**src/hw/ratio_seq_pkg.sv**
```systemverilog
// Shared types and constants for the dual-slope ratio sequencer
package ratio_seq_pkg;
  localparam int unsigned CLK_HZ = 125000000;
  // Count clock 31.83 kHz, taken as a divided system clock
  localparam int unsigned COUNT_CLOCK_HZ = 31830;
  localparam logic [11:0] COUNT_DIV = 12'(CLK_HZ / COUNT_CLOCK_HZ);
  localparam logic [15:0] LOSS_CHARGE_COUNTS = 16'h03E8; // 1000
  localparam logic [7:0] PARALLEL_PERIODS = 8'h32; // 50 at 1 kHz
  localparam logic [7:0] SERIES_PERIODS = 8'h05; // 5 at 1 kHz
  localparam logic [15:0] COUNT_RESET = 16'h0000;
  localparam logic [2:0] DP_LOSS = 3'h3; // Three digits after the point
  localparam logic [2:0] DP_CAP = 3'h0; // Capacitance mantissa, no point
  localparam logic [15:0] COUNT_SAT = 16'hFFFF; // Counter stops here

  typedef enum logic [1:0] {
    MODE_PARALLEL = 2'b00,
    MODE_SERIES = 2'b01,
    MODE_LOSS = 2'b10
  } mode_e;

  typedef enum logic [2:0] {
    ST_IDLE = 3'b000,
    ST_CHARGE = 3'b001,
    ST_DISCHARGE = 3'b010,
    ST_DONE = 3'b011
  } state_e;

  // Phase codes: 0, 90, 180, 270 degrees from the selected reference
  typedef enum logic [1:0] {
    PH_0 = 2'b00,
    PH_90 = 2'b01,
    PH_180 = 2'b10,
    PH_270 = 2'b11
  } phase_e;

  // Analog front-end control bundle
  typedef struct packed {
    logic refFromRange;   // Phase reference taken from range_voltage
    logic inputIsDut;     // Detector input is dut_voltage / 10
    phase_e phase;        // Chosen detection phase
    logic integrate;      // Integrator connected
  } afe_ctrl_s;

  typedef struct packed {
    logic [15:0] count;   // Mantissa or 1000*D
    logic [2:0] decPoint; // Digits right of the decimal point
    logic valid;
  } result_s;
endpackage

```
**src/hw/dual_slope_ratio_sequencer.sv**
```systemverilog
// Charge/discharge sequencer and counter for the ratio converter
module dual_slope_ratio_sequencer #(
  // Count clock divider; override only to shorten simulations
  parameter logic [11:0] TICK_DIV = ratio_seq_pkg::COUNT_DIV
) (
  input wire logic clk, // 125 MHz system clock
  input wire logic rst, // Async reset, active high
  input wire logic start, // Begin a conversion, one-cycle pulse
  input wire ratio_seq_pkg::mode_e mode, // Conversion kind
  input wire logic testPeriodTick, // Async test-signal period marker
  input wire logic zeroCross, // Async integrator zero indication
  output ratio_seq_pkg::afe_ctrl_s afeCtrl, // Front-end controls
  output ratio_seq_pkg::result_s result, // Held conversion result
  output logic busy // Conversion in progress
);
  typedef struct packed {
    ratio_seq_pkg::state_e state;
    ratio_seq_pkg::mode_e mode;
    logic [15:0] timer;
    ratio_seq_pkg::afe_ctrl_s afe;
    ratio_seq_pkg::result_s res;
    logic busy;
  } st_s;

  st_s s_q;
  st_s s_d;
  logic tpEdge;
  logic zcEdge;
  logic chargeEnd;
  logic countTick;

  // Count clock as a one-cycle tick, free running
  count_clock_div #(
    .DIV(TICK_DIV)
  ) u_count_div (
    .clk(clk),
    .rst(rst),
    .tick(countTick)
  );

  // Both front-end signals are asynchronous to clk
  edge_sync u_tp_sync (
    .clk(clk),
    .rst(rst),
    .pin(testPeriodTick),
    .rise(tpEdge)
  );

  edge_sync u_zc_sync (
    .clk(clk),
    .rst(rst),
    .pin(zeroCross),
    .rise(zcEdge)
  );

  always_comb begin
    s_d = s_q;
    chargeEnd = 1'b0;
    case (s_q.mode)
      ratio_seq_pkg::MODE_PARALLEL:
        chargeEnd = tpEdge && (s_q.timer[7:0] ==
          ratio_seq_pkg::PARALLEL_PERIODS - 8'h01);
      ratio_seq_pkg::MODE_SERIES:
        chargeEnd = tpEdge && (s_q.timer[7:0] ==
          ratio_seq_pkg::SERIES_PERIODS - 8'h01);
      default:
        chargeEnd = countTick && (s_q.timer ==
          ratio_seq_pkg::LOSS_CHARGE_COUNTS - 16'h0001);
    endcase
    case (s_q.state)
      ratio_seq_pkg::ST_IDLE, ratio_seq_pkg::ST_DONE: begin
        s_d.afe.integrate = 1'b0;
        s_d.busy = 1'b0;
        if (start) begin
          s_d.mode = mode;
          s_d.timer = ratio_seq_pkg::COUNT_RESET;
          s_d.state = ratio_seq_pkg::ST_CHARGE;
          s_d.busy = 1'b1;
          s_d.afe.integrate = 1'b1;
          case (mode)
            ratio_seq_pkg::MODE_SERIES: begin
              s_d.afe.refFromRange = 1'b1;
              s_d.afe.inputIsDut = 1'b1;
              s_d.afe.phase = ratio_seq_pkg::PH_0;
            end
            ratio_seq_pkg::MODE_LOSS: begin
              s_d.afe.refFromRange = 1'b1;
              s_d.afe.inputIsDut = 1'b0;
              s_d.afe.phase = ratio_seq_pkg::PH_0;
            end
            default: begin
              s_d.afe.refFromRange = 1'b0;
              s_d.afe.inputIsDut = 1'b0;
              s_d.afe.phase = ratio_seq_pkg::PH_90;
            end
          endcase
        end
      end
      ratio_seq_pkg::ST_CHARGE: begin
        if (s_q.mode == ratio_seq_pkg::MODE_LOSS) begin
          if (countTick) begin
            s_d.timer = s_q.timer + 16'h0001;
          end
        end else if (tpEdge) begin
          s_d.timer = s_q.timer + 16'h0001;
        end
        if (chargeEnd) begin
          s_d.state = ratio_seq_pkg::ST_DISCHARGE;
          s_d.timer = ratio_seq_pkg::COUNT_RESET;
          case (s_q.mode)
            ratio_seq_pkg::MODE_SERIES: begin
              s_d.afe.phase = ratio_seq_pkg::PH_90;
            end
            ratio_seq_pkg::MODE_LOSS: begin
              s_d.afe.phase = ratio_seq_pkg::PH_90;
            end
            default: begin
              s_d.afe.inputIsDut = 1'b1;
              s_d.afe.phase = ratio_seq_pkg::PH_0;
            end
          endcase
        end
      end
      ratio_seq_pkg::ST_DISCHARGE: begin
        if (zcEdge) begin
          s_d.state = ratio_seq_pkg::ST_DONE;
          s_d.afe.integrate = 1'b0;
          s_d.busy = 1'b0;
          s_d.res.count = s_q.timer;
          s_d.res.valid = 1'b1;
          s_d.res.decPoint = (s_q.mode == ratio_seq_pkg::MODE_LOSS) ?
            ratio_seq_pkg::DP_LOSS : ratio_seq_pkg::DP_CAP;
        end else if (countTick && s_q.timer != ratio_seq_pkg::COUNT_SAT) begin
          s_d.timer = s_q.timer + 16'h0001;
        end
      end
      default: begin
        s_d.state = ratio_seq_pkg::ST_IDLE;
      end
    endcase
  end

  always_ff @(posedge clk or posedge rst) begin
    if (rst) begin
      s_q <= '0;
    end else begin
      s_q <= s_d;
    end
  end

  assign afeCtrl = s_q.afe;
  assign result = s_q.res;
  assign busy = s_q.busy;
endmodule // dual_slope_ratio_sequencer

// Two-flop synchroniser with a rising-edge detector behind it
module edge_sync (
  input wire logic clk, // System clock
  input wire logic rst, // Async reset, active high
  input wire logic pin, // Asynchronous level from the front end
  output logic rise // High for one cycle per rising edge
);
  typedef struct packed {
    logic [1:0] sync;
    logic prev;
  } st_s;

  st_s s_q;
  st_s s_d;

  always_comb begin
    s_d = s_q;
    // Stage 0 may be metastable, so only stage 1 reads it
    s_d.sync = {s_q.sync[0], pin};
    s_d.prev = s_q.sync[1];
  end

  always_ff @(posedge clk or posedge rst) begin
    if (rst) begin
      s_q <= '0;
    end else begin
      s_q <= s_d;
    end
  end

  // Reset level matches the idle pin, so no edge follows reset
  assign rise = s_q.sync[1] & ~s_q.prev;
endmodule // edge_sync

// Divides clk down to the count clock as a one-cycle tick
module count_clock_div #(
  parameter logic [11:0] DIV = ratio_seq_pkg::COUNT_DIV // Clocks per tick
) (
  input wire logic clk, // System clock
  input wire logic rst, // Async reset, active high
  output logic tick // One cycle high per count period
);
  typedef struct packed {
    logic [11:0] div;
    logic tick;
  } st_s;

  st_s s_q;
  st_s s_d;

  always_comb begin
    s_d = s_q;
    s_d.tick = 1'b0;
    if (s_q.div == DIV - 12'h001) begin
      s_d.div = 12'h000;
      s_d.tick = 1'b1;
    end else begin
      s_d.div = s_q.div + 12'h001;
    end
  end

  always_ff @(posedge clk or posedge rst) begin
    if (rst) begin
      s_q <= '0;
    end else begin
      s_q <= s_d;
    end
  end

  // Registered so every reader sees a clean one-cycle tick
  assign tick = s_q.tick;
endmodule // count_clock_div

```
**config.mk**
```make
export PLATFORM = sky130hd
export DESIGN_NAME = dual_slope_ratio_sequencer
export DESIGN_NICKNAME = d
export VERILOG_FILES = /design/src/hw/ratio_seq_pkg.sv /design/src/hw/dual_slope_ratio_sequencer.sv
export SDC_FILE = /design/constraint.sdc
export NUM_CORES = 1
export LEC_CHECK = 0
export ABC_CLOCK_PERIOD_IN_PS = 2500
export BUFFER_PORTS_ARGS = -buffer_cell sky130_fd_sc_hd__buf_2
export CAP_MARGIN = 0
export CORE_MARGIN = 3
export CORE_UTILIZATION = 53
export DETAILED_ROUTE_END_ITERATION = 6
export GPL_ROUTABILITY_DRIVEN = 1
export HOLD_SLACK_MARGIN = 0.06
export PLACE_DENSITY = 0.87
export SKIP_CTS_REPAIR_TIMING = 1
export SYNTH_ARGS = -nofsm -noshare
export SYNTH_HDL_FRONTEND = slang
export SYNTH_HIERARCHICAL = 1
export SYNTH_SLANG_ARGS = --single-unit
```
**constraint.sdc**
```tcl
create_clock -name clk -period 2.5 [get_ports clk]
set_clock_uncertainty 0.05 [all_clocks]
set_input_delay 0.75 -clock clk [delete_from_list [all_inputs] [get_ports clk]]
set_output_delay 0.75 -clock clk [all_outputs]
set_load 0.01 [all_outputs]
```
Yosys cells after proc, flatten, opt, wreduce, memory -nomap -nowiden
Cells that the tools add are included.
{"block": "totals", "ff_bits": 66, "out_inout_bits": 26, "inputBits": 7}
{"block": "op_classes", "n_mux": 24, "n_reduce_logical": 18, "n_eq_ne": 20, "n_bitwise": 4, "add_sub_neg": 2}
{"operator": "2-to-1 mux 16 bit", "n": 6}
{"operator": "case mux 16 bit (3 select lines)", "n": 1}
{"operator": "2-to-1 mux 26 bit", "n": 1}
{"operator": "2-to-1 mux 22 bit", "n": 1}
{"operator": "adder 16 x 1 -> 16 bit, second input constant", "n": 1}
{"operator": "== test 16 x 10 -> 1 bit, second input constant", "n": 1}
{"operator": "!= test 16 bit, second input constant", "n": 1}
{"operator": "adder 12 x 1 -> 12 bit, second input constant", "n": 1}
{"operator": "== test 12 bit, second input constant", "n": 1}
{"operator": "2-to-1 mux 12 bit", "n": 1}
{"operator": "!= test 2 bit, second input constant", "n": 5}
{"operator": "2-to-1 mux 3 bit", "n": 3}
{"operator": "case mux 3 bit (3 select lines)", "n": 1}
{"operator": "== test 8 x 3 -> 1 bit, second input constant", "n": 1}
{"operator": "== test 8 x 6 -> 1 bit, second input constant", "n": 1}
{"operator": "case mux 4 bit (2 select lines)", "n": 1}
{"operator": "== test 3 x 2 -> 1 bit, second input constant", "n": 2}
{"operator": "case mux 1 bit (2 select lines)", "n": 3}
{"operator": "case mux 3 bit (2 select lines)", "n": 1}
{"operator": "AND reduction 2 bit", "n": 3}
{"operator": "AND reduction 3 bit", "n": 2}
{"operator": "AND reduction 6 bit", "n": 1}
{"operator": "== test 2 x 1 -> 1 bit, second input constant", "n": 2}
{"operator": "== test 2 bit, second input constant", "n": 2}
{"operator": "15 further kinds", "n": 25}

Depth between registers and ports, before layout
Gate-level depths: netlist of run 1.
{"block": "logic_depth", "depth_word": 6, "mapped_depth": 11}

Hierarchy
Netlist of run 1, hierarchy kept.
{"mod": "dual_slope_ratio_sequencer", "cells_each": 249, "area_each_um2": 2442.3, "n_inst": 1}
{"mod": "count_clock_div", "cells_each": 62, "area_each_um2": 659.4, "n_inst": 1}
{"mod": "edge_sync", "cells_each": 5, "area_each_um2": 92.6, "n_inst": 2}

Least setup slack after synthesis of run 1
No wires, ideal clock.
{"block": "synth_timing", "path_type": "input to register", "start": "input port start", "end": "register s_q[39] (netlist name)", "required_ns": 2.349, "arrival_time_ns": 2.335, "slack_ns": 0.014, "stages": 9, "path_cell_list": "clkbuf_1 -> nor2_1 -> a221o_1 -> a41o_1 -> a31o_1 -> buf_6 -> or2_1 -> buf_6 -> o311ai_2"}
{"block": "synth_via", "elab_chain_cells": 2}
{"item": "from (decl)", "line_no": "dual_slope_ratio_sequencer.sv:8", "rtl": "input wire logic start,"}
{"item": "!= test 2 bit (no line)"}
{"item": "AND reduction 6 bit (no line)"}
{"item": "to (signal assigned)", "line_no": "dual_slope_ratio_sequencer.sv:145", "rtl": "s_q <= '0;"}
{"item": "to (signal assigned)", "line_no": "dual_slope_ratio_sequencer.sv:147", "rtl": "s_q <= s_d;"}
{"item": "to (decl)", "line_no": "dual_slope_ratio_sequencer.sv:25", "rtl": "st_s s_q;"}
Every way passes these cells.
A chain may end at the register's enable or synchronous reset.

Worst setup path after layout of run 1
{"block": "layout_timing", "start": "register s_q[43] (netlist name)", "end": "register s_q[35] (netlist name)"}
{"block": "layout_via", "elab_chain_cells": 4, "elab_cells_between_ends": 10, "classes_between": "eq/ne (4); mux (4); reduce/logical (2)"}
{"item": "== test 2 x 1 -> 1 bit (tied with other cells)", "line_no": "dual_slope_ratio_sequencer.sv:59", "rtl": "case (s_q.mode)"}
{"item": "case mux 1 bit (2 select lines) or 2-to-1 mux 16 bit (tied branches)", "line_no": "dual_slope_ratio_sequencer.sv:59, dual_slope_ratio_sequencer.sv:100"}
{"item": "!= test 4 x 3 -> 1 bit (no line) (tied with other cells)"}
{"item": "AND reduction 6 bit (no line) or case mux 16 bit (3 select lines) (tied branches)"}
Several ways; a longest one is shown, not always the timed one.

==> results of run 1 <==
## path summary, 6_finish.rpt
path                                   from          endpoint  depth (start not counted)
max in group asynchronous               rst           s_q[31]                          3
max                                 s_q[43]           s_q[35]                          8
min                                     rst  u_zc_sync/s_d[2]                          2
max reg2reg                         s_q[43]           s_q[35]                          8
min in group clk           u_zc_sync/s_d[2]  u_zc_sync/s_d[0]                          0
min reg2reg                u_zc_sync/s_d[2]  u_zc_sync/s_d[0]                          0
## worst reg2reg max path, stage by stage, from the launching register on
cell and delay, ps:
dfrtp_1 370, inv_1 70, ha_2 200, nor4_4 210, nand4_1 140, o32a_1 400, a31o_4 260, or4_1 540
nand3_1 110
## Yosys cell counts, drive strengths merged (2+ instances only)
master   number  area, um2
inv          18       67.6
mux2         14        158
ha           11        138
o31ai         7       52.6
or3           2       12.5
nand2b        3       18.8
a21oi         6       33.8
nor2b         3       33.8
xor2          4       35.0
nor3          9       56.3
nand3        13       65.1
nand4         4       40.0
mux2i         2       20.0
nor4          4       25.0
nor4b         2       23.8
nor2         24       92.6
buf          33        251
a22o          6       52.6
o21ai        14       70.1
nand2        31        116
clkbuf        6       23.8
a2bb2oi       4       35.0
a31oi         2       12.5
a221o         5       50.1
or2           3       18.8
or4           4       33.8
o32a          2       20.0
or3b          2       17.5
o21bai        4       30.0
dfrtp        61       1530
## cells by family (layout without fill, tap and decap cells)
| logic type | count (synthesis) | count (layout) |
|---|---|---|
| other | 1 | 2 |
| xor gates and xnor gates | 5 | 5 |
| muxes | 16 | 16 |
| DFF | 61 | 61 |
| adders and majority gates | 11 | 11 |
| buffers and inverters | 57 | 75 |
| and+or+nand+nor | 112 | 112 |
| AOI/OAI and AO/OA | 58 | 58 |
## sequential cells by signal (all words and copies together) (netlist names)
signal / cells
s_q: 20
result: 18
u_count_div/s_q: 12
afeCtrl: 4
u_tp_sync/s_d: 2
u_zc_sync/s_d: 2
u_count_div/tick: 1
u_tp_sync/s_q: 1
u_zc_sync/s_q: 1
## layer usage
metal  up-vias  track usage [%]
met4         0             9.35
li1       1140                -
met2        88             29.1
met1      1165             23.5
met5         -                0
met3        10             4.42
## layout make-up
cell class	instances	share of cell area, %
sequential	61	42.2
clock buffer	11	4.18
inverter	18	1.87
tap	75	2.59
clock inverter	4	1.31
timing repair buffer	42	7.19
multi-input combinational	204	40.7
## where the power goes
part | internal (mW) | total [mW] | switching [mW]
combinational | 0.602 | 1.34 | 0.735
sequential | 1.15 | 1.27 | 0.119
clock | 0.505 | 0.884 | 0.379
total | 2.26 | 3.49 | 1.23
## per-stage QoR
step / setup slack, ps / cell area [um2] / cells / hold slack, ps
after floorplan: 14.2 / 3290 / 322 / 281
after global placement: 129 / 3350 / 398 / 283
after detailed placement: 87.5 / 3350 / 398 / 287
after CTS: 4.03 / 3550 / 413 / 237
after global routing: -23.6 / 3620 / 415 / 248
final: 65.6 / 3620 / 415 / 245
==> reports/qor.csv, run 1 <==
stage,metric,value,unit
place,GP Congestion,0.839,
route,vias post-DR,2403,
route,top sig layer,met4,
synthesis,Yosys warning count,6,
timing,final setup vio count,0,
cells_and_area,highest-count cells in the layout ignoring fill and taps,"61 x dfrtp_1, 31 x nand2_1, 30 x buf_2, 23 x nor2_1, 18 x inv_1",
route,Routed Antenna Nets,0,
cells_and_area,Post-layout nets,354,
route,DRC Markers,0,
worst_setup_path,CP max stage cell,or4_1,
floorplanning,Row Count,28,
synthesis,Yosys reg bits,61,
cells_and_area,area of the multi-input gates,1470,um2
worst_setup_path,Crit path max-delay family,simple AND/OR/NAND/NOR gates,
clock_tree,CTS root buf,clkbuf_8,
synthesis,Syn Area/Cell,10.2,um2
route,wl on met1,2.75,mm
floorplanning,DIE HEIGHT,84.8,um
synthesis,Post-Synth XOR/XNOR Area,1.33,%
global_routing,total track usage,18.4,%
route,initial DRC count,215,
synthesis,Post-synth ARST share,100,%
timing,Max-slew headroom,57.1,%
route,first-pass iteration count of the detailed router,4,
pwr,peak supply drop,0.533,mV
job,max cap viols,0,
synthesis,post-synthesis sequential area ratio,46.4,%
timing,fin crit period,2430,ps
clock_tree,clk buf depth,2,
worst_setup_path,worst path cell trace,inv_1 > ha_2 > nor4_4 > nand4_1 > o32a_1 > a31o_4 > or4_1 > nand3_1,
synthesis,multiplexer area fraction after synthesis,5.41,%
floorplanning,Core Footprint,5960,um2
cells_and_area,# diodes,0,
clock_tree,clk_lat worst skew,340,ps
route,met3 WL,359,um
timing,final hold violations,0,
clock_tree,CTS tree,built,
global_routing,first-pass GRT wire length,10.6,mm
worst_setup_path,CP bufs+invs,1,
synthesis,main combinational cell family by area after synthesis,simple AND/OR/NAND/NOR gates,
global_routing,grt total ovfl,0,
cells_and_area,P&R area growth vs syn,10.1,%
min_path,Tightest Hold Check Type,in -> async,
pwr,P_leak,1.69,nW
route,Avg Vias per Cell,5.79,
clock_tree,TritonCTS buffer count,9,
cells_and_area,"commonest non-fill, non-tap cell in the layout",dfrtp_1,
timing,post-route setup TNS,0,ps
floorplanning,initial core utilization,55.2,%
global_routing,vias in the first global route,2356,
clock_tree,clock sinks,61,
status,status,completed,
worst_setup_path,CP arrival,2660,ps
global_routing,largest net degree at the start of global routing,29,
synthesis,Synth Area in Adders,4.19,%
timing,slew at the pin closest to its max-slew limit,643,ps
synthesis,Synth Area in Simple Gates,19.0,%
synthesis,"Cell Area, Synth",3290,um2
pwr,Cell Pwr Density,964,nW/um2
worst_setup_path,kind of critical path,reg -> reg,
route,wire length per cell,15.4,um
synthesis,post-synthesis cell type count,61,
synthesis,Main synth FF type,dfrtp_1,
clock_tree,clk slew on worst S/H paths,70,ps
timing,Tcrit/Tclk final,97.4,%
synthesis,Cells after Synth,321,
worst_setup_path,Critical Path RT,2730,ps
worst_setup_path,CP Max Fanout,6,
floorplanning,DIE AREA,7180,um2
synthesis,"EDFF count, synth",0,
synthesis,Synth Area in Compound Gates,13.1,%
cells_and_area,share of post-route cells with drive strength above 1,27.1,%
worst_setup_path,crit path launch type,register,
worst_setup_path,Max stage delay on crit path,540,ps
cells_and_area,register area,1530,um2
floorplanning,I/O pin count,33,
floorplanning,Die W,84.8,um
worst_setup_path,r2r setup slk,70,ps
timing,fin. max-slew vios,0,
route,WL final,6.39,mm
clock_tree,htree depth,3,
cells_and_area,final core occ,60.8,%
place,Detailed Place HPWL,4.47,mm
route,metal2 WL,3.18,mm
pwr,"Power, Total",3.49,mW
cells_and_area,fill count,483,
worst_setup_path,Worst setup EP type,register,
place,I/O Buffers,30,
global_routing,initial antenna violation count,0,
timing,Achievable Freq,411,MHz
Note: power is estimated with default switching activity, not from simulation.
==> inputs of run 2 (changes only) <==
--- a/config.mk
+++ b/config.mk
@@ -5,15 +5,15 @@
 export SDC_FILE = /design/constraint.sdc
 export NUM_CORES = 1
 export LEC_CHECK = 0
-export ABC_CLOCK_PERIOD_IN_PS = 2500
+export ABC_CLOCK_PERIOD_IN_PS = 2300
 export BUFFER_PORTS_ARGS = -buffer_cell sky130_fd_sc_hd__buf_2
 export CAP_MARGIN = 0
 export CORE_MARGIN = 3
-export CORE_UTILIZATION = 53
+export CORE_UTILIZATION = 48
 export DETAILED_ROUTE_END_ITERATION = 6
 export GPL_ROUTABILITY_DRIVEN = 1
 export HOLD_SLACK_MARGIN = 0.06
-export PLACE_DENSITY = 0.87
+export PLACE_DENSITY = 0.78
 export SKIP_CTS_REPAIR_TIMING = 1
 export SYNTH_ARGS = -nofsm -noshare
 export SYNTH_HDL_FRONTEND = slang
==> constraint.sdc (replaced) <==
create_clock -name clk -period 2.3 [get_ports clk]
set_clock_uncertainty 0.05 [all_clocks]
set_input_delay 0.69 -clock clk [delete_from_list [all_inputs] [get_ports clk]]
set_output_delay 0.69 -clock clk [all_outputs]
set_load 0.01 [all_outputs]
==> run 2 against run 1 <==
  * The run now ends with negative setup slack left
  * Combinational power grew 34%
  * Die area grew 9.7%
  * Utilization shrank 1.9 points
  * Cell count grew 5.8%
  * Global-route usage grew 0.71 points
  * Clock power grew 2%
  * Largest cell class is now multi-input combinational cells
  * Highest routed layer unchanged
==> reports/qor.csv, run 2 (same netlist as run 1, synthesis figures left out) <==
stage,metric,value,unit,change
status,status,"complete, but fails checks",,
status,failing checks,negative setup slack,,
timing,fin crit period,2370,ps,-68.8 ps
timing,Achievable Freq,423,MHz,+2.9%
pwr,combinational power share,44.0,%,+5.7 points
timing,post-route setup TNS,-390,ps,-390 ps
floorplanning,Core Footprint,6490,um2,+9.1%
cells_and_area,max FFs per register,20,,unchanged
cells_and_area,# diodes,0,,unchanged
place,DP Area,3500,um2,+4.5%
worst_setup_path,Worst Setup SP,s_q[42],,
cells_and_area,Post-layout nets,376,,+6.2%
worst_setup_path,CP arrival,2560,ps,-100 ps
timing,final setup margin,-65.6,ps,-131 ps
timing,fin. max-slew vios,0,,unchanged
timing,final hold violations,0,,unchanged
route,initial DRC count,125,,-42%
floorplanning,DIE AREA,7880,um2,+9.7%
global_routing,vias in the first global route,2511,,+6.6%
cells_and_area,largest reg by FF count,s_q,,
floorplanning,Die W,88.8,um,+4.7%
worst_setup_path,reg2reg start,s_q[42],,
worst_setup_path,kind of critical path,reg -> reg,,
cells_and_area,"commonest non-fill, non-tap cell in the layout",dfrtp_1,,
global_routing,initial antenna violation count,0,,unchanged
floorplanning,Row Count,29,,+3.6%
worst_setup_path,R2R cell count,7,,-1
job,max cap viols,0,,unchanged
route,WL final,6.80,mm,+6.3%
clock_tree,clk buf depth,2,,unchanged
cells_and_area,share of post-route cells with drive strength above 1,33.4,%,+6.4 points
place,I/O Buffers,30,,unchanged
worst_setup_path,Critical Path RT,2500,ps,-230 ps
pwr,Cell Pwr Density,1060,nW/um2,+10%
clock_tree,clk slew on worst S/H paths,60,ps,about the same
clock_tree,htree depth,3,,unchanged
clock_tree,TritonCTS buffer count,9,,unchanged
cells_and_area,final instance area,3820,um2,+5.6%
route,vias post-DR,2497,,+3.9%
global_routing,total track usage,19.1,%,+0.71 points
route,DRC Markers,0,,unchanged
pwr,peak supply drop,0.557,mV,+4.4%
clock_tree,clock sinks,61,,unchanged
pwr,cell internal pwr,2.63,mW,+16%
pwr,Psw,1.43,mW,+16%
cells_and_area,area of the multi-input gates,1550,um2,+5.1%
worst_setup_path,CP Max Fanout,6,,unchanged
timing,Tcrit/Tclk final,103,%,+5.5 points
worst_setup_path,r2r endpoint,s_q[39],,
floorplanning,DIE HEIGHT,88.8,um,+4.7%
clock_tree,clk_lat worst skew,350,ps,about the same
pwr,switch share,35.3,%,about the same
pwr,P_leak,1.79,nW,+6.3%
min_path,Tightest Hold Check Type,in -> async,,
floorplanning,initial core utilization,50.6,%,-4.6 points
clock_tree,CTS tree,built,,
route,Avg Vias per Cell,5.69,,-1.8%
worst_setup_path,r2r setup slk,-70,ps,-130 ps
global_routing,grt total ovfl,0,,unchanged
global_routing,first-pass GRT wire length,11.4,mm,+7.7%
place,Detailed Place HPWL,4.84,mm,+8.3%
worst_setup_path,Worst Setup EP,s_q[39],,
route,first-pass iteration count of the detailed router,4,,unchanged
timing,slew at the pin closest to its max-slew limit,535,ps,-108 ps
pwr,clock group share of total power,22.2,%,-3.1 points
clock_tree,CTS root buf,clkbuf_8,,
floorplanning,I/O pin count,33,,unchanged
route,Routed Antenna Nets,0,,unchanged
timing,final setup vio count,12,,+12
place,GP Congestion,0.906,,+8.0%
cells_and_area,fill count,550,,+14%
worst_setup_path,crit path launch type,register,,
route,wire length per cell,15.5,um,+0.52%
cells_and_area,highest-count cells in the layout ignoring fill and taps,"61 x dfrtp_1, 31 x nand2_1, 31 x buf_4, 30 x buf_2, 23 x nor2_1",,
pwr,Sequential Power Share,33.8,%,-2.6 points
cells_and_area,register area,1530,um2,unchanged
global_routing,largest net degree at the start of global routing,43,,+48%
timing,RSZ-0062 raised after global routing,yes,,
timing,Max-slew headroom,64.3,%,+7.3 points
worst_setup_path,Worst setup EP type,register,,
cells_and_area,P&R area growth vs syn,16.3,%,
==> run 2: cell types whose count changed in the layout (fill, tap and decap cells not counted), sizes merged <==
| cell | delta |
|---|---|
| a31o | +1 |
| buf | +21 |
| clkbuf | -1 |
| clkinv | +1 |
==> run 2: area by class of cell <==
type / instances / area share [%]
clock buffers: 10 / 3.34
clock inverters: 5 / 1.37
inverters: 18 / 1.77
multi-input cells: 205 / 40.5
flip-flops and latches: 61 / 39.9
well taps: 77 / 2.52
repair buffers: 63 / 10.6
==> run 2: worst min-delay path by stage <==
stage                     depth (start not counted)               end  slack [ps]        startpoint
after floorplan                                   0  u_tp_sync/s_d[0]         280  u_tp_sync/s_d[2]
after global placement                            0  u_tp_sync/s_d[0]         290  u_tp_sync/s_d[2]
after detailed placement                          0  u_zc_sync/s_d[0]         290  u_zc_sync/s_d[2]
after CTS                                         2  u_zc_sync/s_d[2]         160               rst
after global routing                              2  u_zc_sync/s_d[2]         170               rst
final                                             2  u_zc_sync/s_d[2]         170               rst
==> run 2: per-stage QoR <==
| step | hold WS, ps | utilization, % | cells | total power, mW | setup WS (ps) |
|---|---|---|---|---|---|
| detailed placement | 286 | 53.8 | 421 | 2.88 | -148 |
| CTS | 164 | 56.6 | 436 | 3.80 | -165 |
| finish | 174 | 58.9 | 439 | 4.06 | -65.6 |
| global placement | 285 | 53.8 | 421 | 2.83 | -17.3 |
| global route | 166 | 58.9 | 439 | 4.34 | -134 |
| floorplan | 281 | - | 322 | 2.54 | -31.0 |
==> run 2: per-layer routing <==
metal	global-route usage [%]	wire length, um
met5	0	0
met4	9.07	154
met3	6.24	383
met2	30.3	3280
met1	23.5	2980
==> run 2: worst max-delay path: stages (launching register included) <==
cell,delay [ps]
dfrtp_1,430
ha_4,190
nor4_4,270
nand4_1,150
o32a_1,380
a31o_4,290
or2_4,280
o311ai_4,220
==> run 2: power by group through the flow <==
stage	Sequential (mW)	Combinational [mW]	Clock (mW)
after floorplan	1.36	1.18	0
after global placement	1.38	1.45	0
after detailed placement	1.39	1.50	0
after CTS	1.37	1.51	0.926
after global routing	1.40	1.96	0.978
final	1.37	1.79	0.904
==> inputs of run 3 (changes only) <==
--- a/config.mk
+++ b/config.mk
@@ -5,15 +5,15 @@
 export SDC_FILE = /design/constraint.sdc
 export NUM_CORES = 1
 export LEC_CHECK = 0
-export ABC_CLOCK_PERIOD_IN_PS = 2300
+export ABC_CLOCK_PERIOD_IN_PS = 2750
 export BUFFER_PORTS_ARGS = -buffer_cell sky130_fd_sc_hd__buf_2
-export CAP_MARGIN = 0
 export CORE_MARGIN = 3
 export CORE_UTILIZATION = 48
 export DETAILED_ROUTE_END_ITERATION = 6
 export GPL_ROUTABILITY_DRIVEN = 1
 export HOLD_SLACK_MARGIN = 0.06
 export PLACE_DENSITY = 0.78
+export REMOVE_ABC_BUFFERS = 1
 export SKIP_CTS_REPAIR_TIMING = 1
 export SYNTH_ARGS = -nofsm -noshare
 export SYNTH_HDL_FRONTEND = slang
==> constraint.sdc (replaced) <==
create_clock -name clk -period 2.75 [get_ports clk]
set_clock_uncertainty 0.05 [all_clocks]
set_input_delay 0.825 -clock clk [delete_from_list [all_inputs] [get_ports clk]]
set_output_delay 0.825 -clock clk [all_outputs]
set_load 0.01 [all_outputs]
==> run 3 against run 2 <==
  * The run now ends clean
  * Combinational power down 39%
  * Wire length down 10%
  * Total power down 28%
  * Critical path depth up 1
  * Die area unchanged
  * Clock-buffer cell count up 2
  * Setup slack better by 330 ps
  * Maximum frequency down 5.0%
  * Clock power down 24%
  * Global-route usage down 1.5 points
  * Worst hold slack better by 130 ps
  * Critical endpoint is now s_q[30]
  * Largest cell class is now sequential cells
  * Largest power group is now registers
==> reports/qor.csv, run 3 (same netlist as run 1, synthesis figures left out) <==
stage,metric,value,unit,change
global_routing,grt total ovfl,0,,unchanged
cells_and_area,Post-layout nets,350,,-6.9%
route,wire length per cell,14.8,um,-4.4%
timing,fin. max-slew vios,0,,unchanged
place,GP Congestion,0.851,,-6.1%
cells_and_area,fill count,579,,+5.3%
timing,fin crit period,2490,ps,+124 ps
min_path,Worst Hold Launch,u_zc_sync/s_d[2],,
pwr,Cell Pwr Density,839,nW/um2,-21%
route,first-pass iteration count of the detailed router,5,,+1
clock_tree,CTS root buf,clkbuf_8,,
worst_setup_path,reg2reg start,s_q[42],,
place,I/O Buffers,30,,unchanged
worst_setup_path,CP bufs+invs,1,,+1
place,pre-CTS setup slack,162,ps,+310 ps
route,Routed Antenna Nets,0,,unchanged
worst_setup_path,Critical Path RT,2930,ps,+430 ps
worst_setup_path,kind of critical path,reg -> reg,,
cells_and_area,highest-count cells in the layout ignoring fill and taps,"61 x dfrtp_1, 31 x nand2_1, 30 x buf_2, 23 x nor2_1, 18 x inv_1",,
worst_setup_path,R2R cell count,8,,+1
floorplanning,initial core utilization,50.6,%,unchanged
worst_setup_path,CP arrival,2670,ps,+110 ps
worst_setup_path,Worst Setup SP,s_q[42],,
worst_setup_path,worst path cell trace,inv_1 > ha_1 > nor4_1 > nand4_1 > o32a_1 > a31o_1 > or2_4 > o31ai_1,,
timing,Max-slew headroom,45.7,%,-19 points
route,initial DRC count,162,,+30%
clock_tree,clk_lat worst skew,340,ps,about the same
status,status,completed,,
timing,final setup margin,260,ps,+326 ps
job,max cap viols,0,,unchanged
timing,slew at the pin closest to its max-slew limit,813,ps,+278 ps
clock_tree,CTS tree,built,,
route,DRC Markers,0,,unchanged
cells_and_area,share of post-route cells with drive strength above 1,24.5,%,-8.9 points
clock_tree,clock sinks,61,,unchanged
worst_setup_path,Max stage delay on crit path,380,ps,-50 ps
worst_setup_path,CP max stage cell,o32a_1,,
route,WL final,6.10,mm,-10%
global_routing,initial antenna violation count,0,,unchanged
cells_and_area,final core occ,53.9,%,-5.0 points
cells_and_area,# diodes,0,,unchanged
clock_tree,clk slew on worst S/H paths,70,ps,about the same
timing,Tcrit/Tclk final,90.5,%,-12 points
place,Detailed Place HPWL,4.36,mm,-9.9%
floorplanning,Core Footprint,6490,um2,unchanged
floorplanning,DIE AREA,7880,um2,unchanged
worst_setup_path,Worst setup EP type,register,,
worst_setup_path,Crit path max-delay family,compound AO/OA/AOI/OAI gates,,
timing,final hold violations,0,,unchanged
cells_and_area,P&R area growth vs syn,6.51,%,
cells_and_area,"commonest non-fill, non-tap cell in the layout",dfrtp_1,,
timing,final setup vio count,0,,-12
cells_and_area,largest reg by FF count,s_q,,
cells_and_area,max FFs per register,20,,unchanged
floorplanning,Row Count,29,,unchanged
worst_setup_path,crit path launch type,register,,
worst_setup_path,CP Depth,8,,+1
worst_setup_path,r2r endpoint,s_q[30],,
clock_tree,TritonCTS buffer count,9,,unchanged
min_path,Tightest Hold Check Type,reg -> reg,,
global_routing,total track usage,17.6,%,-1.5 points
floorplanning,I/O pin count,33,,unchanged
floorplanning,DIE HEIGHT,88.8,um,unchanged
clock_tree,clk buf depth,2,,unchanged
floorplanning,Die W,88.8,um,unchanged
route,Avg Vias per Cell,5.70,,+0.28%
pwr,peak supply drop,0.454,mV,-18%
global_routing,first-pass GRT wire length,10.8,mm,-6.0%
timing,RSZ-0062 raised after global routing,no,,
pwr,P_leak,1.64,nW,-8.6%
global_routing,largest net degree at the start of global routing,43,,unchanged
worst_setup_path,Worst Setup EP,s_q[30],,
timing,post-route setup TNS,0,ps,+390 ps
worst_setup_path,CP Max Fanout,6,,unchanged
global_routing,vias in the first global route,2350,,-6.4%
route,vias post-DR,2350,,-5.9%
clock_tree,htree depth,3,,unchanged
timing,Achievable Freq,402,MHz,-5.0%
worst_setup_path,r2r setup slk,260,ps,+330 ps
==> run 3: cell count changes in the layout (fill, tap and decap cells not counted), moves of 2 or more <==
cell	change
inv_2	-2
buf_6	-2
buf_4	-23
o31ai_2	-2
inv_1	+2
clkbuf_8	+2
o31ai_1	+2
ha_1	+2
==> run 3: cell type report <==
type	instances	area [um2]	share of cell area, %
clock inverter	2	10.0	0.286
tap	77	96.3	2.75
clock buffer	12	155	4.43
inverter	18	67.6	1.93
sequential	61	1530	43.6
timing repair buffer	38	210	6.00
multi-input combinational	204	1440	41.0
==> run 3: worst min path at each step <==
stage                        to  depth (start not counted)
6_report       u_zc_sync/s_d[0]                          0
5_1_grt        u_zc_sync/s_d[0]                          0
4_1_cts        u_tp_sync/s_d[2]                          2
3_5_place_dp   u_zc_sync/s_d[0]                          0
3_3_place_gp   u_tp_sync/s_d[0]                          0
2_1_floorplan  u_tp_sync/s_d[0]                          0
==> run 3: power breakdown <==
group          total (mW)  leakage, nW  internal, mW  switching (mW)
clock               0.688       0.0881         0.363           0.325
sequential           1.15        0.798          1.05           0.106
combinational        1.10        0.754         0.485           0.613
total                2.94         1.64          1.89            1.04
==> run 3: worst register-to-register path, cell delays in order (launching register included) <==
cell     delay (ps)
dfrtp_1         370
inv_1            70
ha_1            210
nor4_1          260
nand4_1         150
o32a_1          380
a31o_1          330
or2_4           310
o31ai_1         270
==> run 3: through the flow <==
step	std cells	cell area (um2)	hold WS, ps	power, mW
detailed placement	398	3320	296	2.25
global placement	398	3320	286	2.22
global route	412	3500	314	3.15
CTS	412	3490	307	2.94
floorplan	283	3020	281	1.87
finish	412	3500	305	2.94
==> run 3: layer usage <==
metal	vias up	global-route usage [%]	routed length (um)
li1	1131	-	-
met5	-	0	0
met3	9	5.68	320
met2	59	28.8	2980
met4	0	6.32	66
met1	1151	21.9	2730
